==> config.mk <==
export PLATFORM = sky130hd
export DESIGN_NAME = win_decoder
export DESIGN_NICKNAME = d
export VERILOG_FILES = /design/src/include/win_pkg.sv /design/src/design/win_sync.sv /design/src/design/win_decoder.sv
export SDC_FILE = /design/constraint.sdc
export NUM_CORES = 1
export LEC_CHECK = 0
export ABC_AREA = 1
export BUFFER_PORTS_ARGS = -buffer_cell sky130_fd_sc_hd__buf_2
export CAP_MARGIN = 20
export CORE_ASPECT_RATIO = 1.5
export CORE_MARGIN = 5
export CORE_UTILIZATION = 45
export DETAILED_ROUTE_END_ITERATION = 16
export PLACE_DENSITY = 0.71
export SYNTH_ARGS = -nofsm -noshare
export SYNTH_HDL_FRONTEND = slang
export SYNTH_SLANG_ARGS = --single-unit
==> constraint.sdc <==
create_clock -name clk -period 3.9 [get_ports clk]
set_clock_uncertainty 0.2 [all_clocks]
set_input_delay 0.975 -clock clk [delete_from_list [all_inputs] [get_ports clk]]
set_output_delay 0.975 -clock clk [all_outputs]
set_load 0.01 [all_outputs]
==> src/include/win_pkg.sv <==
// Package: constants and types for the shared RAM system bus window decoder
package win_pkg;
    // System address width (1 megabyte space)
    localparam int ADDR_W = 20;
    // Field positions inside the system address
    localparam int BLOCK_BIT = 19;
    localparam int SEG_HI = 18;
    localparam int SEG_LO = 16;
    localparam int PAGE_HI = 15;
    localparam int PAGE_LO = 12;
    localparam int SLOT_HI = 11;
    localparam int SLOT_LO = 10;
    localparam int OFS_HI = 9;
    // Delayed acknowledge least time and its cycle count at 50 MHz
    localparam int CLK_MHZ = 50;
    localparam int ACK_DELAY_NS = 1600;
    localparam int ACK_DELAY_CYC = (ACK_DELAY_NS * CLK_MHZ + 999) / 1000;
    localparam int CNT_W = 7;
    localparam logic [CNT_W-1:0] CNT_ZERO = 7'h00;
    localparam logic [CNT_W-1:0] CNT_ONE = 7'h01;
    // Timeout length for an unanswered access, in cycles
    localparam logic [CNT_W-1:0] TMO_CYC = 7'h7f;

    // Window selection, held steady like board jumpers
    typedef struct packed {
        logic       enable;
        logic       block;
        logic [2:0] segment;
        logic [3:0] page;
        logic [1:0] slot;
    } win_cfg_t;

    // Acknowledge options
    typedef struct packed {
        logic tmo_enable;
        logic tmo_sys_too;
        logic delay_ack;
    } ack_cfg_t;

    // Sequencer states for one system bus access
    typedef enum logic [1:0] {
        ST_IDLE = 2'b00,
        ST_WAIT = 2'b01,
        ST_DONE = 2'b10
    } acc_state_t;
endpackage : win_pkg

==> src/design/win_sync.sv <==
// Two-flop synchroniser for a single level
`timescale 1ns/10ps
`default_nettype none
module win_sync (
    input wire logic clk,
    input wire logic rst,
    input wire logic d,
    output logic q
);
    logic meta_q; // First stage, read only by the second

    // Two stages to settle metastability
    always_ff @(posedge clk or posedge rst) begin
        if (rst) begin
            meta_q <= 1'b0;
            q <= 1'b0;
        end else begin
            meta_q <= d;
            q <= meta_q;
        end
    end
endmodule : win_sync
`default_nettype wire

==> src/design/win_decoder.sv <==
// Shared RAM window decoder and acknowledge sequencer on the system bus
`timescale 1ns/10ps
`default_nettype none
module win_decoder
    import win_pkg::*;
(
    input wire logic clk,
    input wire logic rst,
    input wire win_cfg_t win_cfg,
    input wire ack_cfg_t ack_cfg,
    input wire logic [ADDR_W-1:0] sys_addr,
    input wire logic sys_rd_n,
    input wire logic sys_wr_n,
    input wire logic [7:0] sys_wdata,
    input wire logic [7:0] ram_rdata,
    input wire logic ram_ready,
    input wire logic local_tmo,
    output logic sys_ack_n,
    output logic sys_inhibit_n,
    output logic sys_tmo_ack,
    output logic local_tmo_ack,
    output logic [7:0] sys_rdata,
    output logic ram_req,
    output logic ram_we,
    output logic [OFS_HI:0] ram_addr,
    output logic [7:0] ram_wdata
);
    // Bus strobes are off-domain pins, so synchronise before use
    logic rd_s;
    logic wr_s;
    win_sync u_sync_rd (
        .clk(clk),
        .rst(rst),
        .d(~sys_rd_n),
        .q(rd_s)
    );
    win_sync u_sync_wr (
        .clk(clk),
        .rst(rst),
        .d(~sys_wr_n),
        .q(wr_s)
    );

    // Address and write data are pins too; they pass the same two
    // stages as the strobes, so they line up when the strobe is seen.
    // The master holds them steady around the strobe, so per-bit
    // capture cannot tear a value that the sequencer takes.
    logic [ADDR_W-1:0] addr_s; // Address after two stages
    logic [7:0] wdata_s; // Write data after two stages
    for (genvar i = 0; i < ADDR_W; i++) begin : g_addr_sync
        win_sync u_sync_addr (
            .clk(clk),
            .rst(rst),
            .d(sys_addr[i]),
            .q(addr_s[i])
        );
    end
    for (genvar j = 0; j < 8; j++) begin : g_wdata_sync
        win_sync u_sync_wdata (
            .clk(clk),
            .rst(rst),
            .d(sys_wdata[j]),
            .q(wdata_s[j])
        );
    end

    logic hit; // Address inside configured window
    logic cmd; // Any strobe active
    acc_state_t state_q; // Access sequencer
    acc_state_t state_d;
    logic [CNT_W-1:0] dly_q; // Delayed acknowledge countdown
    logic [CNT_W-1:0] tmo_q; // Timeout counter
    logic ram_seen_q; // RAM finished its part of the access
    logic is_wr_q; // Direction latched at start

    // Window compare on the synchronised address, field by field
    always_comb begin
        hit = win_cfg.enable
            && (addr_s[BLOCK_BIT] == win_cfg.block)
            && (addr_s[SEG_HI:SEG_LO] == win_cfg.segment)
            && (addr_s[PAGE_HI:PAGE_LO] == win_cfg.page)
            && (addr_s[SLOT_HI:SLOT_LO] == win_cfg.slot);
        cmd = rd_s | wr_s;
    end

    // Next state of the access sequencer
    always_comb begin
        state_d = state_q;
        case (state_q)
            ST_IDLE: begin
                if (cmd && hit) begin
                    state_d = ST_WAIT;
                end
            end
            ST_WAIT: begin
                // Finish when RAM done and delay met, or on timeout
                if (!cmd) begin
                    state_d = ST_IDLE;
                end else if (ram_seen_q && dly_q == CNT_ZERO) begin
                    state_d = ST_DONE;
                end else if (tmo_q == CNT_ONE && ack_cfg.tmo_enable
                             && ack_cfg.tmo_sys_too) begin
                    state_d = ST_DONE;
                end
            end
            ST_DONE: begin
                // Hold the acknowledge until the master drops its strobe
                if (!cmd) begin
                    state_d = ST_IDLE;
                end
            end
            default: begin
                state_d = ST_IDLE;
            end
        endcase
    end

    // Sequencer state register
    always_ff @(posedge clk or posedge rst) begin
        if (rst) begin
            state_q <= ST_IDLE;
        end else begin
            state_q <= state_d;
        end
    end

    // Delay counter: loaded at access start, counts down to zero
    always_ff @(posedge clk or posedge rst) begin
        if (rst) begin
            dly_q <= CNT_ZERO;
        end else if (state_q == ST_IDLE && state_d == ST_WAIT) begin
            // Zero when option off, so acknowledge follows RAM at once
            dly_q <= ack_cfg.delay_ack ? CNT_W'(ACK_DELAY_CYC) : CNT_ZERO;
        end else if (dly_q != CNT_ZERO) begin
            dly_q <= dly_q - CNT_ONE;
        end
    end

    // Timeout counter for a system access that RAM never finishes
    always_ff @(posedge clk or posedge rst) begin
        if (rst) begin
            tmo_q <= CNT_ZERO;
        end else if (state_q == ST_IDLE && state_d == ST_WAIT) begin
            tmo_q <= TMO_CYC;
        end else if (state_q == ST_WAIT && tmo_q != CNT_ZERO) begin
            tmo_q <= tmo_q - CNT_ONE;
        end
    end

    // RAM request and completion tracking
    always_ff @(posedge clk or posedge rst) begin
        if (rst) begin
            ram_req <= 1'b0;
            ram_we <= 1'b0;
            ram_seen_q <= 1'b0;
            is_wr_q <= 1'b0;
        end else if (state_q == ST_IDLE && state_d == ST_WAIT) begin
            ram_req <= 1'b1;
            ram_we <= wr_s;
            is_wr_q <= wr_s;
            ram_seen_q <= 1'b0;
        end else if (state_q == ST_WAIT && ram_req && ram_ready) begin
            ram_req <= 1'b0;
            ram_we <= 1'b0;
            ram_seen_q <= 1'b1;
        end else if (state_q != ST_WAIT) begin
            ram_req <= 1'b0;
            ram_we <= 1'b0;
        end
    end

    // Address and data toward RAM; only the low ten bits, so the
    // local processor's own mapping is never disturbed
    always_ff @(posedge clk or posedge rst) begin
        if (rst) begin
            ram_addr <= '0;
            ram_wdata <= 8'h00;
        end else if (state_q == ST_IDLE && state_d == ST_WAIT) begin
            ram_addr <= addr_s[OFS_HI:0];
            ram_wdata <= wdata_s;
        end
    end

    // Read data captured as RAM completes a read
    always_ff @(posedge clk or posedge rst) begin
        if (rst) begin
            sys_rdata <= 8'h00;
        end else if (state_q == ST_WAIT && ram_req && ram_ready
                     && !is_wr_q) begin
            sys_rdata <= ram_rdata;
        end
    end

    // Acknowledge and timeout indication toward the system bus
    always_ff @(posedge clk or posedge rst) begin
        if (rst) begin
            sys_ack_n <= 1'b1;
            sys_tmo_ack <= 1'b0;
        end else begin
            sys_ack_n <= !(state_d == ST_DONE);
            if (state_q == ST_WAIT && state_d == ST_DONE) begin
                sys_tmo_ack <= !(ram_seen_q && dly_q == CNT_ZERO);
            end else if (state_d == ST_IDLE) begin
                sys_tmo_ack <= 1'b0;
            end
        end
    end

    // Inhibit other memory whenever an active access hits the window;
    // comes from strobe and address so it leads the acknowledge
    always_ff @(posedge clk or posedge rst) begin
        if (rst) begin
            sys_inhibit_n <= 1'b1;
        end else begin
            sys_inhibit_n <= !(hit && cmd);
        end
    end

    // Local timeout acknowledge passes when globally enabled;
    // local_tmo is same-domain logic and needs no synchroniser
    always_ff @(posedge clk or posedge rst) begin
        if (rst) begin
            local_tmo_ack <= 1'b0;
        end else begin
            local_tmo_ack <= local_tmo && ack_cfg.tmo_enable;
        end
    end
endmodule : win_decoder
`default_nettype wire

==> parameters.txt, run 1 <==
Parameter                              Value

Setup path
  WS Path Type    in2reg
  CP max-delay cell    sky130_fd_sc_hd__inv_2
  CP Data Required Time    3.96 ns
  Largest incremental delay on the critical path    ~0.42 ns
  CP most frequent cell    sky130_fd_sc_hd__nand2_1
  Highest fanout seen on the critical path    35
  Arrival time at the worst endpoint    2.57 ns
  CP startpoint    win_cfg[4]
  Critical path startpoint category    input port
  Capturing element type of the critical path    flop
  Cell-by-cell trace of the critical path    buf_2 > inv_1 > nand2_1 > nand2_1 > nand2_1 > nor2_1 > nand3_4 > inv_2 > nand2_1 > o21ai_1
  R2r startpoint    g_addr_sync[14].u_sync_addr.q

STA
  Worst rel slew slack    42.8%
  Max-slew violation count    0
  Total negative slack    0 ns
  Period Utilization, post-route    between 60% and 70%
  Unrepaired setup endpoints after global routing    false
  Final Hold Slack    0.145 ns
  Worst-Margin Slew    approximately 0.86 ns
  Upper clock frequency limit    398 MHz
  Finish-stage setup viols    0
  Setup ws final    about 1.4 ns
  Post-layout minimum cycle time    roughly 2.5 ns
  Final Hold Violating Endpoints    0

Clocking
  TritonCTS buffer count    9
  CTS Sinks    110
  Clk slew on worst S/H paths    0.06 ns
  Cts-stage hold buffer count    0
  TritonCTS clock tree    yes
  Buffers from clock root to sink, at most    2
  Clk_lat worst skew    0.33 ns
  # resized after CTS    0
  Clock root buffer master    sky130_fd_sc_hd__clkbuf_16
  H-tree levels    3
  Post-CTS setup buffer count    0

Power and ir drop
  Overall Power    0.00234 W
  Cell Pwr Density    roughly 480 nW/µm²
  Power dissipated by switching net loads    0.000545 W
  Share of total power in sequential cells    ~54%
  Clock share of power    35.7%
  Power Internal    0.00180 W
  Maximum resistive drop on vdd    0.387 mV
  Leak pwr    2.80 nW
  Logic gate share of total power    10.8%
  Net switching fraction of the power    a little under a quarter

Drt
  Total iterations of the first detailed-routing run    4
  Overall via count from detail_route    roughly 2700
  Post-DR wirelength/cell    about 12 µm
  Initial DRC count    roughly 140
  Residual DRC    0
  WL final    approximately 7000 µm
  Remaining number of nets flagged by the antenna check after routing    0
  Via density    4.49

Yosys
  Leading cell types by total area after synthesis    sky130_fd_sc_hd__dfrtp_1 66%, sky130_fd_sc_hd__nand2_1 14%, sky130_fd_sc_hd__inv_1 4.9%, sky130_fd_sc_hd__mux2_2 2.2%, sky130_fd_sc_hd__nor2_1 2.0%
  Gate Count Post-Synth    398
  Post-Synthesis Net Count    459
  Most used flip-flop cell after synthesis    sky130_fd_sc_hd__dfrtp_1
  Synthesis warning total    0
  Mean instance size in the synthesized netlist    10.3 µm²
  Portion of synthesized cell area occupied by the leading cell type    between 60% and 70%
  Proportion of synthesized chip area in sequential cells    67.4%
  Async set-or-reset flop fraction in the synthesized netlist    100%
  Register bit count reported by yosys    110
  Number of enable-type register cells in the synthesized netlist    0
  Number of different library cells in the post-synthesis netlist    27
  Most area-hungry cell type in the Yosys netlist    sky130_fd_sc_hd__dfrtp_1
  Netlist area before placement    4090 µm²

Layout
  Fill cell instance count of the final layout    767
  Syn-to-layout area delta    20.4%
  Post-Layout Inst Area    4920 µm²
  Layout cell share with drive strength beyond 1    24.5%
  Diodes inserted    0
  Net count reported at finish    between 500 and 600

GRT
  Pin count of the biggest net entering global routing    53
  Antenna violations before repair    0
  GRT Total Usage    roughly 14%
  Total grt overflow    0
  Number of global-route vias before repair    about 2800
  Wire length of the first global-routing pass    between 10000 and 15000 µm

Min path
  Worst hold path startpoint    g_addr_sync[17].u_sync_addr.meta_q
  Worst min-delay path category    reg2reg

Status
  Run status    completed

Placed design
  Worst slack at placement    around 1 ns
  Count of input and output buffers    87
  HPWL after detailed placement    5310 µm
  Placement Cell Area    between 4000 and 5000 µm²
  Global placement routability congestion    0.770

Flow run
  Max capacitance violation total    0

Floorplanning
  Core Area    around 9000 µm²
  Std-Cell Rows    42
  # IOs    88
  Die area    11100 µm²
  Die width    87.8 µm
  Chip Height    127 µm
  Initial core utilization    46.3%
==> per-layer routing <==
metal	GRT usage [%]	part of all wire [%]	up-vias
met4	6.68	2.6	0
li1	-	-	1384
met3	3.05	4.2	13
met1	17.6	40	1265
met5	0	0	-
met2	23.8	53	49
==> flip-flops by register name, indices dropped and copies added (netlist names) <==
signal	flops
g_wdata_sync.u_sync_wdata.q	8
sys_rdata	8
u_sync_wr.q	1
u_sync_wr.meta_q	1
u_sync_rd.q	1
ram_seen_q	1
g_addr_sync.u_sync_addr.q	20
state_q	2
g_wdata_sync.u_sync_wdata.meta_q	8
ram_we	1
sys_inhibit_n	1
local_tmo_ack	1
g_addr_sync.u_sync_addr.meta_q	20
dly_q	7
sys_tmo_ack	1
tmo_q	7
is_wr_q	1
sys_ack_n	1
ram_wdata	8
ram_addr	10
u_sync_rd.meta_q	1
ram_req	1
==> power groups by stage <==
stage	registers (W)	clock network, W	logic (W)
CTS	0.00125	0.000863	0.000260
global route	0.00126	0.000913	0.000309
finish	0.00125	0.000837	0.000254
floorplan	0.00127	0	0.000184
global placement	0.00127	0	0.000248
detailed placement	0.00127	0	0.000258
==> cells in the mapped netlist (3+ instances only) <==
cell type                   n
sky130_fd_sc_hd__dfrtp_1  108
sky130_fd_sc_hd__mux2_2     8
sky130_fd_sc_hd__nand3_1   12
sky130_fd_sc_hd__xor2_1     5
sky130_fd_sc_hd__inv_1     53
sky130_fd_sc_hd__nor3_1     4
sky130_fd_sc_hd__nand2_1  148
sky130_fd_sc_hd__nor2_1    22
sky130_fd_sc_hd__nand4_1    4
sky130_fd_sc_hd__buf_2      3
sky130_fd_sc_hd__ha_1       5
sky130_fd_sc_hd__o21ai_0    5
==> area by class of cell <==
class	instances	area (µm²)	share of cell area [%]
Timing Repair Buffer	89	463	9.41
Clock inverter	3	40.0	0.814
Inverter	55	210	4.27
Sequential cell	110	2760	56.0
Tap cell	110	138	2.80
Multi-Input combinational cell	228	1090	22.1
Clock buffer	9	225	4.58
==> placed cells by master, fill, tap and decap left out, types with 2 or more instances in the layout <==
master / instances
sky130_fd_sc_hd__nand2_1: 148
sky130_fd_sc_hd__dfrtp_1: 108
sky130_fd_sc_hd__buf_2: 87
sky130_fd_sc_hd__inv_1: 52
sky130_fd_sc_hd__nor2_1: 22
sky130_fd_sc_hd__nand3_1: 12
sky130_fd_sc_hd__clkbuf_16: 9
sky130_fd_sc_hd__mux2_2: 8
sky130_fd_sc_hd__xor2_1: 5
sky130_fd_sc_hd__o21ai_0: 5
sky130_fd_sc_hd__ha_1: 5
sky130_fd_sc_hd__nand4_1: 4
sky130_fd_sc_hd__nor3_1: 4
sky130_fd_sc_hd__inv_2: 2
sky130_fd_sc_hd__xnor2_1: 2
sky130_fd_sc_hd__and3_1: 2
sky130_fd_sc_hd__or2_2: 2
sky130_fd_sc_hd__clkinv_2: 2
sky130_fd_sc_hd__dfstp_2: 2
==> path summary, 6_finish.rpt <==
check / end / slack [ns] / cells past startpoint
worst max-delay path: is_wr_q / 1.39 / 10
worst min-delay path: g_addr_sync[17].u_sync_addr.q / 0.14 / 0
worst max register to register: is_wr_q / 1.75 / 9
worst min register to register: g_addr_sync[17].u_sync_addr.q / 0.14 / 0
max in group asynchronous: ram_addr[4] / 2.14 / 3
min in group asynchronous: sys_rdata[1] / 0.61 / 2
==> logic make-up after synthesis <==
family          synth area share, %
xor+xnor                       1.50
flops                          67.4
simple gates                   20.2
compound gates                 1.13
buf+inv                        5.97
fa+ha+maj                      1.53
mux                            2.21
==> through the flow <==
stage | instances | util (%)
after floorplan | 398 | -
after global placement | 592 | 52.7
after detailed placement | 592 | 52.7
after CTS | 604 | 55.7
after global routing | 604 | 55.7
final | 604 | 55.7
==> critical path, delay by kind of cell <==
kind | cells | cell delay (ns)
simple gates | 6 | 0.92
buf+inv | 3 | 0.57
compound gates | 1 | 0.09
Note: power is estimated with default switching activity, not from simulation.
==> run 2: changes to the inputs <==
==> constraint.sdc (replaced) <==
create_clock -name clk -period 2.04 [get_ports clk]
set_clock_uncertainty 0.2 [all_clocks]
set_input_delay 0.51 -clock clk [delete_from_list [all_inputs] [get_ports clk]]
set_output_delay 0.51 -clock clk [all_outputs]
set_load 0.01 [all_outputs]
==> run 2 against run 1 <==
Against the previous run:
- total power grew 97%
- register-to-register slack got worse by 1.5 ns
- via count increased by 3.3%
- critical path depth fell by 1
- sequential share of layout area is 1.1 points lower
- final cell count up 1.7%
- sequential power is 91% higher
- combinational power rose by 100%
- clock power grew 110%
- die area stayed put
- largest cell class unchanged
- routed wire length up 2.0%
==> parameters.txt, run 2 (synthesized netlist as in run 1, its figures left out) <==
Parameter                              Value

Power and ir drop
  Leak pwr    2.85 nW (was 2.80 nW)
  Cell Pwr Density    920 nW/µm² (was 477 nW/µm²)
  Maximum resistive drop on vdd    0.791 mV (was 0.387 mV)

Setup path
  Capturing element type of the critical path    flop (unchanged)
  Cell-by-cell trace of the critical path    inv_1 > ha_1 > inv_1 > nor2_1 > nand2_1 > nand2_1 > nor3_1 > or2_2 > nand3_1 (was buf_2 > inv_1 > nand2_1 > nand2_1 > nand2_1 > nor2_1 > nand3_4 > inv_2 > nand2_1 > o21ai_1)
  CP max-delay cell    sky130_fd_sc_hd__dfrtp_1 (was sky130_fd_sc_hd__inv_2)
  Arrival time at the worst endpoint    1.87 ns (was 2.57 ns)
  Critical path startpoint category    flop (was input port)
  CP Data Required Time    2.11 ns (was 3.96 ns)
  Largest incremental delay on the critical path    0.40 ns (was 0.42 ns)
  Highest fanout seen on the critical path    5 (was 35)
  WS Path Type    reg2reg (was in2reg)

STA
  Final Hold Violating Endpoints    0 (unchanged)
  Setup ws final    0.242 ns (was 1.39 ns)
  Post-layout minimum cycle time    between 1.5 and 2 ns
  Total negative slack    0 ns (unchanged)
  Worst rel slew slack    63.4% (was 42.8%)
  Finish-stage setup viols    0 (unchanged)
  Worst-Margin Slew    0.549 ns (was 0.856 ns)
  Period Utilization, post-route    88.2%
  Unrepaired setup endpoints after global routing    false (unchanged)
  Upper clock frequency limit    556 MHz
  Max-slew violation count    0 (unchanged)
  Final Hold Slack    0.0675 ns (was 0.145 ns)

Clocking
  Buffers from clock root to sink, at most    2 (unchanged)
  Clk slew on worst S/H paths    0.07 ns (was 0.06 ns)
  H-tree levels    3 (unchanged)
  TritonCTS buffer count    9 (unchanged)
  Clk_lat worst skew    0.34 ns (was 0.33 ns)
  Cts-stage hold buffer count    0 (unchanged)
  Clock root buffer master    sky130_fd_sc_hd__clkbuf_16 (unchanged)
  TritonCTS clock tree    yes (unchanged)
  CTS Sinks    110 (unchanged)

Layout
  Most common library cell in the layout ignoring fill and taps    sky130_fd_sc_hd__nand2_1 (unchanged)
  Highest-count cells in the layout ignoring fill and taps    148 x sky130_fd_sc_hd__nand2_1, 108 x sky130_fd_sc_hd__dfrtp_1, 87 x sky130_fd_sc_hd__buf_2, 52 x sky130_fd_sc_hd__inv_1, 22 x sky130_fd_sc_hd__nor2_1 (unchanged)
  Layout cell share with drive strength beyond 1    25.8% (was 24.5%)
  Leading registers by flop count    g_addr_sync.u_sync_addr.meta_q (20), g_addr_sync.u_sync_addr.q (20), ram_addr (10) (unchanged)
  Syn-to-layout area delta    22.8% (was 20.4%)
  Diodes inserted    0 (unchanged)
  Area of the multi-input gates    1090 µm² (about the same)
  Net count reported at finish    560 (was 554)
  Area taken by flip-flops and latches    2760 µm² (unchanged)
  Fill cell instance count of the final layout    786 (was 767)
  Share of the core filled with cells    56.8% (was 55.7%)
  Post-Layout Inst Area    5020 µm² (was 4920 µm²)

Drt
  Post-DR wirelength/cell    12.0 µm (was 11.9 µm)
  Initial DRC count    119 (was 137)
  Overall via count from detail_route    2800 (was 2711)
  Total iterations of the first detailed-routing run    4 (unchanged)
  WL final    7340 µm (was 7190 µm)
  Via density    4.56 (was 4.49)
  Remaining number of nets flagged by the antenna check after routing    0 (unchanged)
  Residual DRC    0 (unchanged)

Floorplanning
  Core Area    8830 µm² (unchanged)
  # IOs    88 (unchanged)
  Die width    87.8 µm (unchanged)
  Initial core utilization    46.3% (unchanged)
  Std-Cell Rows    42 (unchanged)
  Chip Height    127 µm (unchanged)
  Die area    11100 µm² (unchanged)

GRT
  Wire length of the first global-routing pass    12700 µm (was 12400 µm)
  Number of global-route vias before repair    2944 (was 2802)
  Pin count of the biggest net entering global routing    111 (was 53)
  GRT Total Usage    14.8% (was 14.3%)
  Total grt overflow    0 (unchanged)
  Antenna violations before repair    0 (unchanged)

Placed design
  Global placement routability congestion    0.800 (was 0.770)
  Worst slack at placement    0.0712 ns (was 1.03 ns)
  Count of input and output buffers    87 (unchanged)
  Placement Cell Area    4700 µm² (was 4650 µm²)
  HPWL after detailed placement    5300 µm (was 5310 µm)

Flow run
  Max capacitance violation total    0 (unchanged)

Status
  Run status    completed (unchanged)

Min path
  Worst min-delay path category    in2reg (was reg2reg)
## run 2: cell count changes in the layout (fill, tap and decap cells not counted), sizes merged
| cell | previous run | this run |
|---|---|---|
| clkinvlp | 1 | 2 |
| clkbuf | 9 | 10 |
| inv | 54 | 55 |
| buf | 89 | 95 |
| clkinv | 2 | 3 |
## run 2: repair_timing
action / in CTS / in global routing
gates resized for setup: 0 / 1
setup endpoints to repair: 0 / 2
setup buffers: 0 / 1
hold endpoints to repair: 0 / 0
## run 2: layer usage
layer	vias to the layer above	routed length [µm]	GRT usage (%)
met2	57	3900	25.1
met3	21	314	3.18
met4	0	274	9.03
met1	1323	2850	16.6
li1	1399	-	-
met5	-	0	0
## run 2: per-stage QoR
step / total power [W] / cells
floorplan: 0.00278 / 398
global placement: 0.00291 / 597
detailed placement: 0.00293 / 597
CTS: 0.00468 / 613
global route: 0.00487 / 614
finish: 0.00462 / 614
## run 2: critical path, delay by kind of cell, from the launching register on
family / cells / cell delay (ns)
fa+ha+maj: 1 / 0.18
buf+inv: 2 / 0.18
flops: 1 / 0.40
simple gates: 6 / 0.78
## run 2: cell type report
cell class                 count  share of cell area [%]
sequential                   110                    54.9
inverter                      55                    4.19
timing repair buffer          95                    10.4
clock buffer                  10                    4.56
multi-input combinational    228                    21.8
clock inverter                 6                    1.42
tap                          110                    2.74
## run 2: path summary, 6_finish.rpt
check	startpoint	slack, ns	to	cells after the start
worst max-delay path	tmo_q[0]	0.24	tmo_q[4]	9
worst min-delay path	sys_wdata[4]	0.07	g_wdata_sync[4].u_sync_wdata.meta_q	1
worst max register to register	tmo_q[0]	0.24	tmo_q[4]	9
worst min register to register	g_addr_sync[17].u_sync_addr.meta_q	0.14	g_addr_sync[17].u_sync_addr.q	0
max in group asynchronous	rst	1.11	tmo_q[6]	3
min in group asynchronous	rst	0.13	sys_rdata[3]	3
## run 2: power breakdown
group / leakage, nW / total, W / internal, W / switching [W]
combinational: 1.37 / 0.000508 / 0.000200 / 0.000308
sequential: 1.33 / 0.00239 / 0.00233 / 0.0000657
clock: 0.145 / 0.00172 / 0.000962 / 0.000755
total: 2.85 / 0.00462 / 0.00349 / 0.00113
==> run 3: changes to the inputs <==
--- a/config.mk
+++ b/config.mk
@@ -11,6 +11,7 @@
 export CORE_ASPECT_RATIO = 1.5
 export CORE_MARGIN = 5
 export CORE_UTILIZATION = 45
+export CTS_BUF_LIST = sky130_fd_sc_hd__clkbuf_8
 export DETAILED_ROUTE_END_ITERATION = 16
 export PLACE_DENSITY = 0.71
 export SYNTH_ARGS = -nofsm -noshare
==> constraint.sdc (replaced) <==
create_clock -name clk -period 2.04 [get_ports clk]
set_clock_uncertainty 0.2 [all_clocks]
set_input_delay 0.51 -clock clk [delete_from_list [all_inputs] [get_ports clk]]
set_output_delay 0.51 -clock clk [all_outputs]
set_load 0.05 [all_outputs]
==> run 3 against run 2 <==
Against the previous run:
- core utilization decreased by 1.2 points
- hold slack got worse by 0.025 ns
- via count decreased by 1.9%
- setup slack got worse by 0.045 ns
- critical endpoint is now sys_ack_n
- largest cell class unchanged
==> parameters.txt, run 3 (synthesized netlist as in run 1, its figures left out) <==
Parameter                              Value

GRT
  Pin count of the biggest net entering global routing    111 (unchanged)
  GRT Total Usage    14.5% (was 14.8%)
  Wire length of the first global-routing pass    12500 µm (was 12700 µm)
  Total grt overflow    0 (unchanged)
  Antenna violations before repair    0 (unchanged)
  Number of global-route vias before repair    2917 (was 2944)

Setup path
  WS Path Type    reg2out (was reg2reg)
  Arrival time at the worst endpoint    1.13 ns (was 1.87 ns)
  Largest incremental delay on the critical path    0.52 ns (was 0.40 ns)
  Highest fanout seen on the critical path    1 (was 5)
  R2r startpoint    tmo_q[0] (unchanged)
  Capturing element type of the critical path    output pin (was flop)
  CP Data Required Time    1.33 ns (was 2.11 ns)
  Cell-by-cell trace of the critical path    buf_2 (was inv_1 > ha_1 > inv_1 > nor2_1 > nand2_1 > nand2_1 > nor3_1 > or2_2 > nand3_1)
  Kind of cell adding the most delay to the critical path    flip-flops (was simple AND/OR/NAND/NOR gates)
  Buf+Inv Stages, Crit Path    1 (was 2)
  CP startpoint    sys_ack_n (was tmo_q[0])
  CP max-delay cell    sky130_fd_sc_hd__dfstp_2 (was sky130_fd_sc_hd__dfrtp_1)
  Critical path startpoint category    flop (unchanged)

STA
  Finish-stage setup viols    0 (unchanged)
  Final Hold Slack    0.0424 ns (was 0.0675 ns)
  Upper clock frequency limit    543 MHz (was 556 MHz)
  Post-layout minimum cycle time    1.84 ns (was 1.80 ns)
  Unrepaired setup endpoints after global routing    false (unchanged)
  Worst rel slew slack    63.7% (was 63.4%)
  Period Utilization, post-route    90.4% (was 88.2%)
  Setup ws final    0.197 ns (was 0.242 ns)
  Final Hold Violating Endpoints    0 (unchanged)
  Worst-Margin Slew    0.545 ns (was 0.549 ns)
  Total negative slack    0 ns (unchanged)
  Max-slew violation count    0 (unchanged)

Drt
  Residual DRC    0 (unchanged)
  Post-DR wirelength/cell    11.6 µm (was 12.0 µm)
  Initial DRC count    91 (was 119)
  Total iterations of the first detailed-routing run    4 (unchanged)
  Remaining number of nets flagged by the antenna check after routing    0 (unchanged)
  Overall via count from detail_route    2747 (was 2800)
  Via density    4.48 (was 4.56)
  WL final    7120 µm (was 7340 µm)

Layout
  Syn-to-layout area delta    20.1% (was 22.8%)
  Net count reported at finish    559 (was 560)
  Leading registers by flop count    g_addr_sync.u_sync_addr.meta_q (20), g_addr_sync.u_sync_addr.q (20), ram_addr (10) (unchanged)
  Most common library cell in the layout ignoring fill and taps    sky130_fd_sc_hd__nand2_1 (unchanged)
  Post-Layout Inst Area    4910 µm² (was 5020 µm²)
  Diodes inserted    0 (unchanged)
  Layout cell share with drive strength beyond 1    25.6% (was 25.8%)
  Highest-count cells in the layout ignoring fill and taps    148 x sky130_fd_sc_hd__nand2_1, 108 x sky130_fd_sc_hd__dfrtp_1, 87 x sky130_fd_sc_hd__buf_2, 53 x sky130_fd_sc_hd__inv_1, 22 x sky130_fd_sc_hd__nor2_1 (was 148 x sky130_fd_sc_hd__nand2_1, 108 x sky130_fd_sc_hd__dfrtp_1, 87 x sky130_fd_sc_hd__buf_2, 52 x sky130_fd_sc_hd__inv_1, 22 x sky130_fd_sc_hd__nor2_1)

Floorplanning
  Core Area    8830 µm² (unchanged)
  Chip Height    127 µm (unchanged)
  # IOs    88 (unchanged)
  Die area    11100 µm² (unchanged)
  Die width    87.8 µm (unchanged)
  Std-Cell Rows    42 (unchanged)
  Initial core utilization    46.3% (unchanged)

Clocking
  Buffers from clock root to sink, at most    2 (unchanged)
  H-tree levels    3 (unchanged)
  Clk_lat worst skew    0.36 ns (was 0.34 ns)
  CTS Sinks    110 (unchanged)
  Clock root buffer master    sky130_fd_sc_hd__clkbuf_8 (was sky130_fd_sc_hd__clkbuf_16)
  TritonCTS clock tree    yes (unchanged)
  TritonCTS buffer count    9 (unchanged)
  Cts-stage hold buffer count    0 (unchanged)
  Post-CTS setup buffer count    0 (unchanged)
  Clk slew on worst S/H paths    0.10 ns (was 0.07 ns)

Power and ir drop
  Net switching fraction of the power    26.3% (was 24.4%)
  Power Internal    0.00310 W (was 0.00349 W)
  Share of total power in sequential cells    56.9% (was 51.8%)
  Leak pwr    2.80 nW (was 2.85 nW)
  Maximum resistive drop on vdd    0.609 mV (was 0.791 mV)
  Power dissipated by switching net loads    0.00110 W (was 0.00113 W)
  Clock share of power    30.4% (was 37.2%)
  Cell Pwr Density    856 nW/µm² (was 920 nW/µm²)
  Logic gate share of total power    12.8% (was 11.0%)

Status
  Run status    completed (unchanged)

Placed design
  Worst slack at placement    0.0712 ns (unchanged)
  Placement Cell Area    4700 µm² (unchanged)
  Count of input and output buffers    87 (unchanged)
  HPWL after detailed placement    5300 µm (unchanged)
  Global placement routability congestion    0.800 (unchanged)

Min path
  Worst min-delay path category    in2reg (unchanged)
  Worst hold path startpoint    sys_wdata[4] (unchanged)

Flow run
  Max capacitance violation total    0 (unchanged)
-- run 3: changes by cell type in the layout (fill, tap and decap cells not counted), sizes merged --
cell	before	now
buf	95	94
clkbuf	10	9
inv	55	56
-- run 3: final cells by class --
class | count | area [µm²]
fillers | 791 | 3920
multi-input cells | 228 | 1090
flip-flops and latches | 110 | 2760
well taps | 110 | 138
clock buffers | 9 | 124
inverters | 55 | 210
repair buffers | 94 | 513
clock inverters | 7 | 75.1
-- run 3: power by group through the flow --
stage / Clock (W) / Combinational (W) / Sequential (W)
3_3_place_gp: 0 / 0.000514 / 0.00243
4_1_cts: 0.00134 / 0.000535 / 0.00239
5_1_grt: 0.00141 / 0.000648 / 0.00241
3_5_place_dp: 0 / 0.000531 / 0.00243
6_report: 0.00128 / 0.000536 / 0.00239
2_1_floorplan: 0 / 0.000351 / 0.00246
-- run 3: final timing paths --
path	to	slack, ns	cells after the start
worst max register to register	tmo_q[5]	0.21	8
worst min register to register	g_addr_sync[17].u_sync_addr.q	0.15	0
worst max-delay path	sys_ack_n	0.20	1
max in group asynchronous	ram_wdata[6]	1.15	3
worst min-delay path	g_wdata_sync[4].u_sync_wdata.meta_q	0.04	1
min in group asynchronous	sys_rdata[3]	0.09	3
-- run 3: through the flow --
stage / std cells / total power [W] / utilization, %
after global placement: 597 / 0.00294 / 53.3
after floorplan: 398 / 0.00281 / -
after global routing: 613 / 0.00447 / 55.6
final: 613 / 0.00420 / 55.6
after CTS: 613 / 0.00427 / 55.5
after detailed placement: 597 / 0.00296 / 53.3
-- run 3: per-layer routing --
metal / vias up / global-route usage, % / wire, µm
met5: - / 0 / 0
met4: 0 / 7.86 / 196
li1: 1392 / - / -
met3: 14 / 3.37 / 327
met1: 1288 / 16.4 / 2750
met2: 53 / 24.8 / 3840
-- run 3: repair_timing --
action | 4_1_cts | 5_1_grt
setup endpoints to repair | 0 | 1
gates resized for setup | 0 | 1
endpoints found under the hold margin | 0 | 0
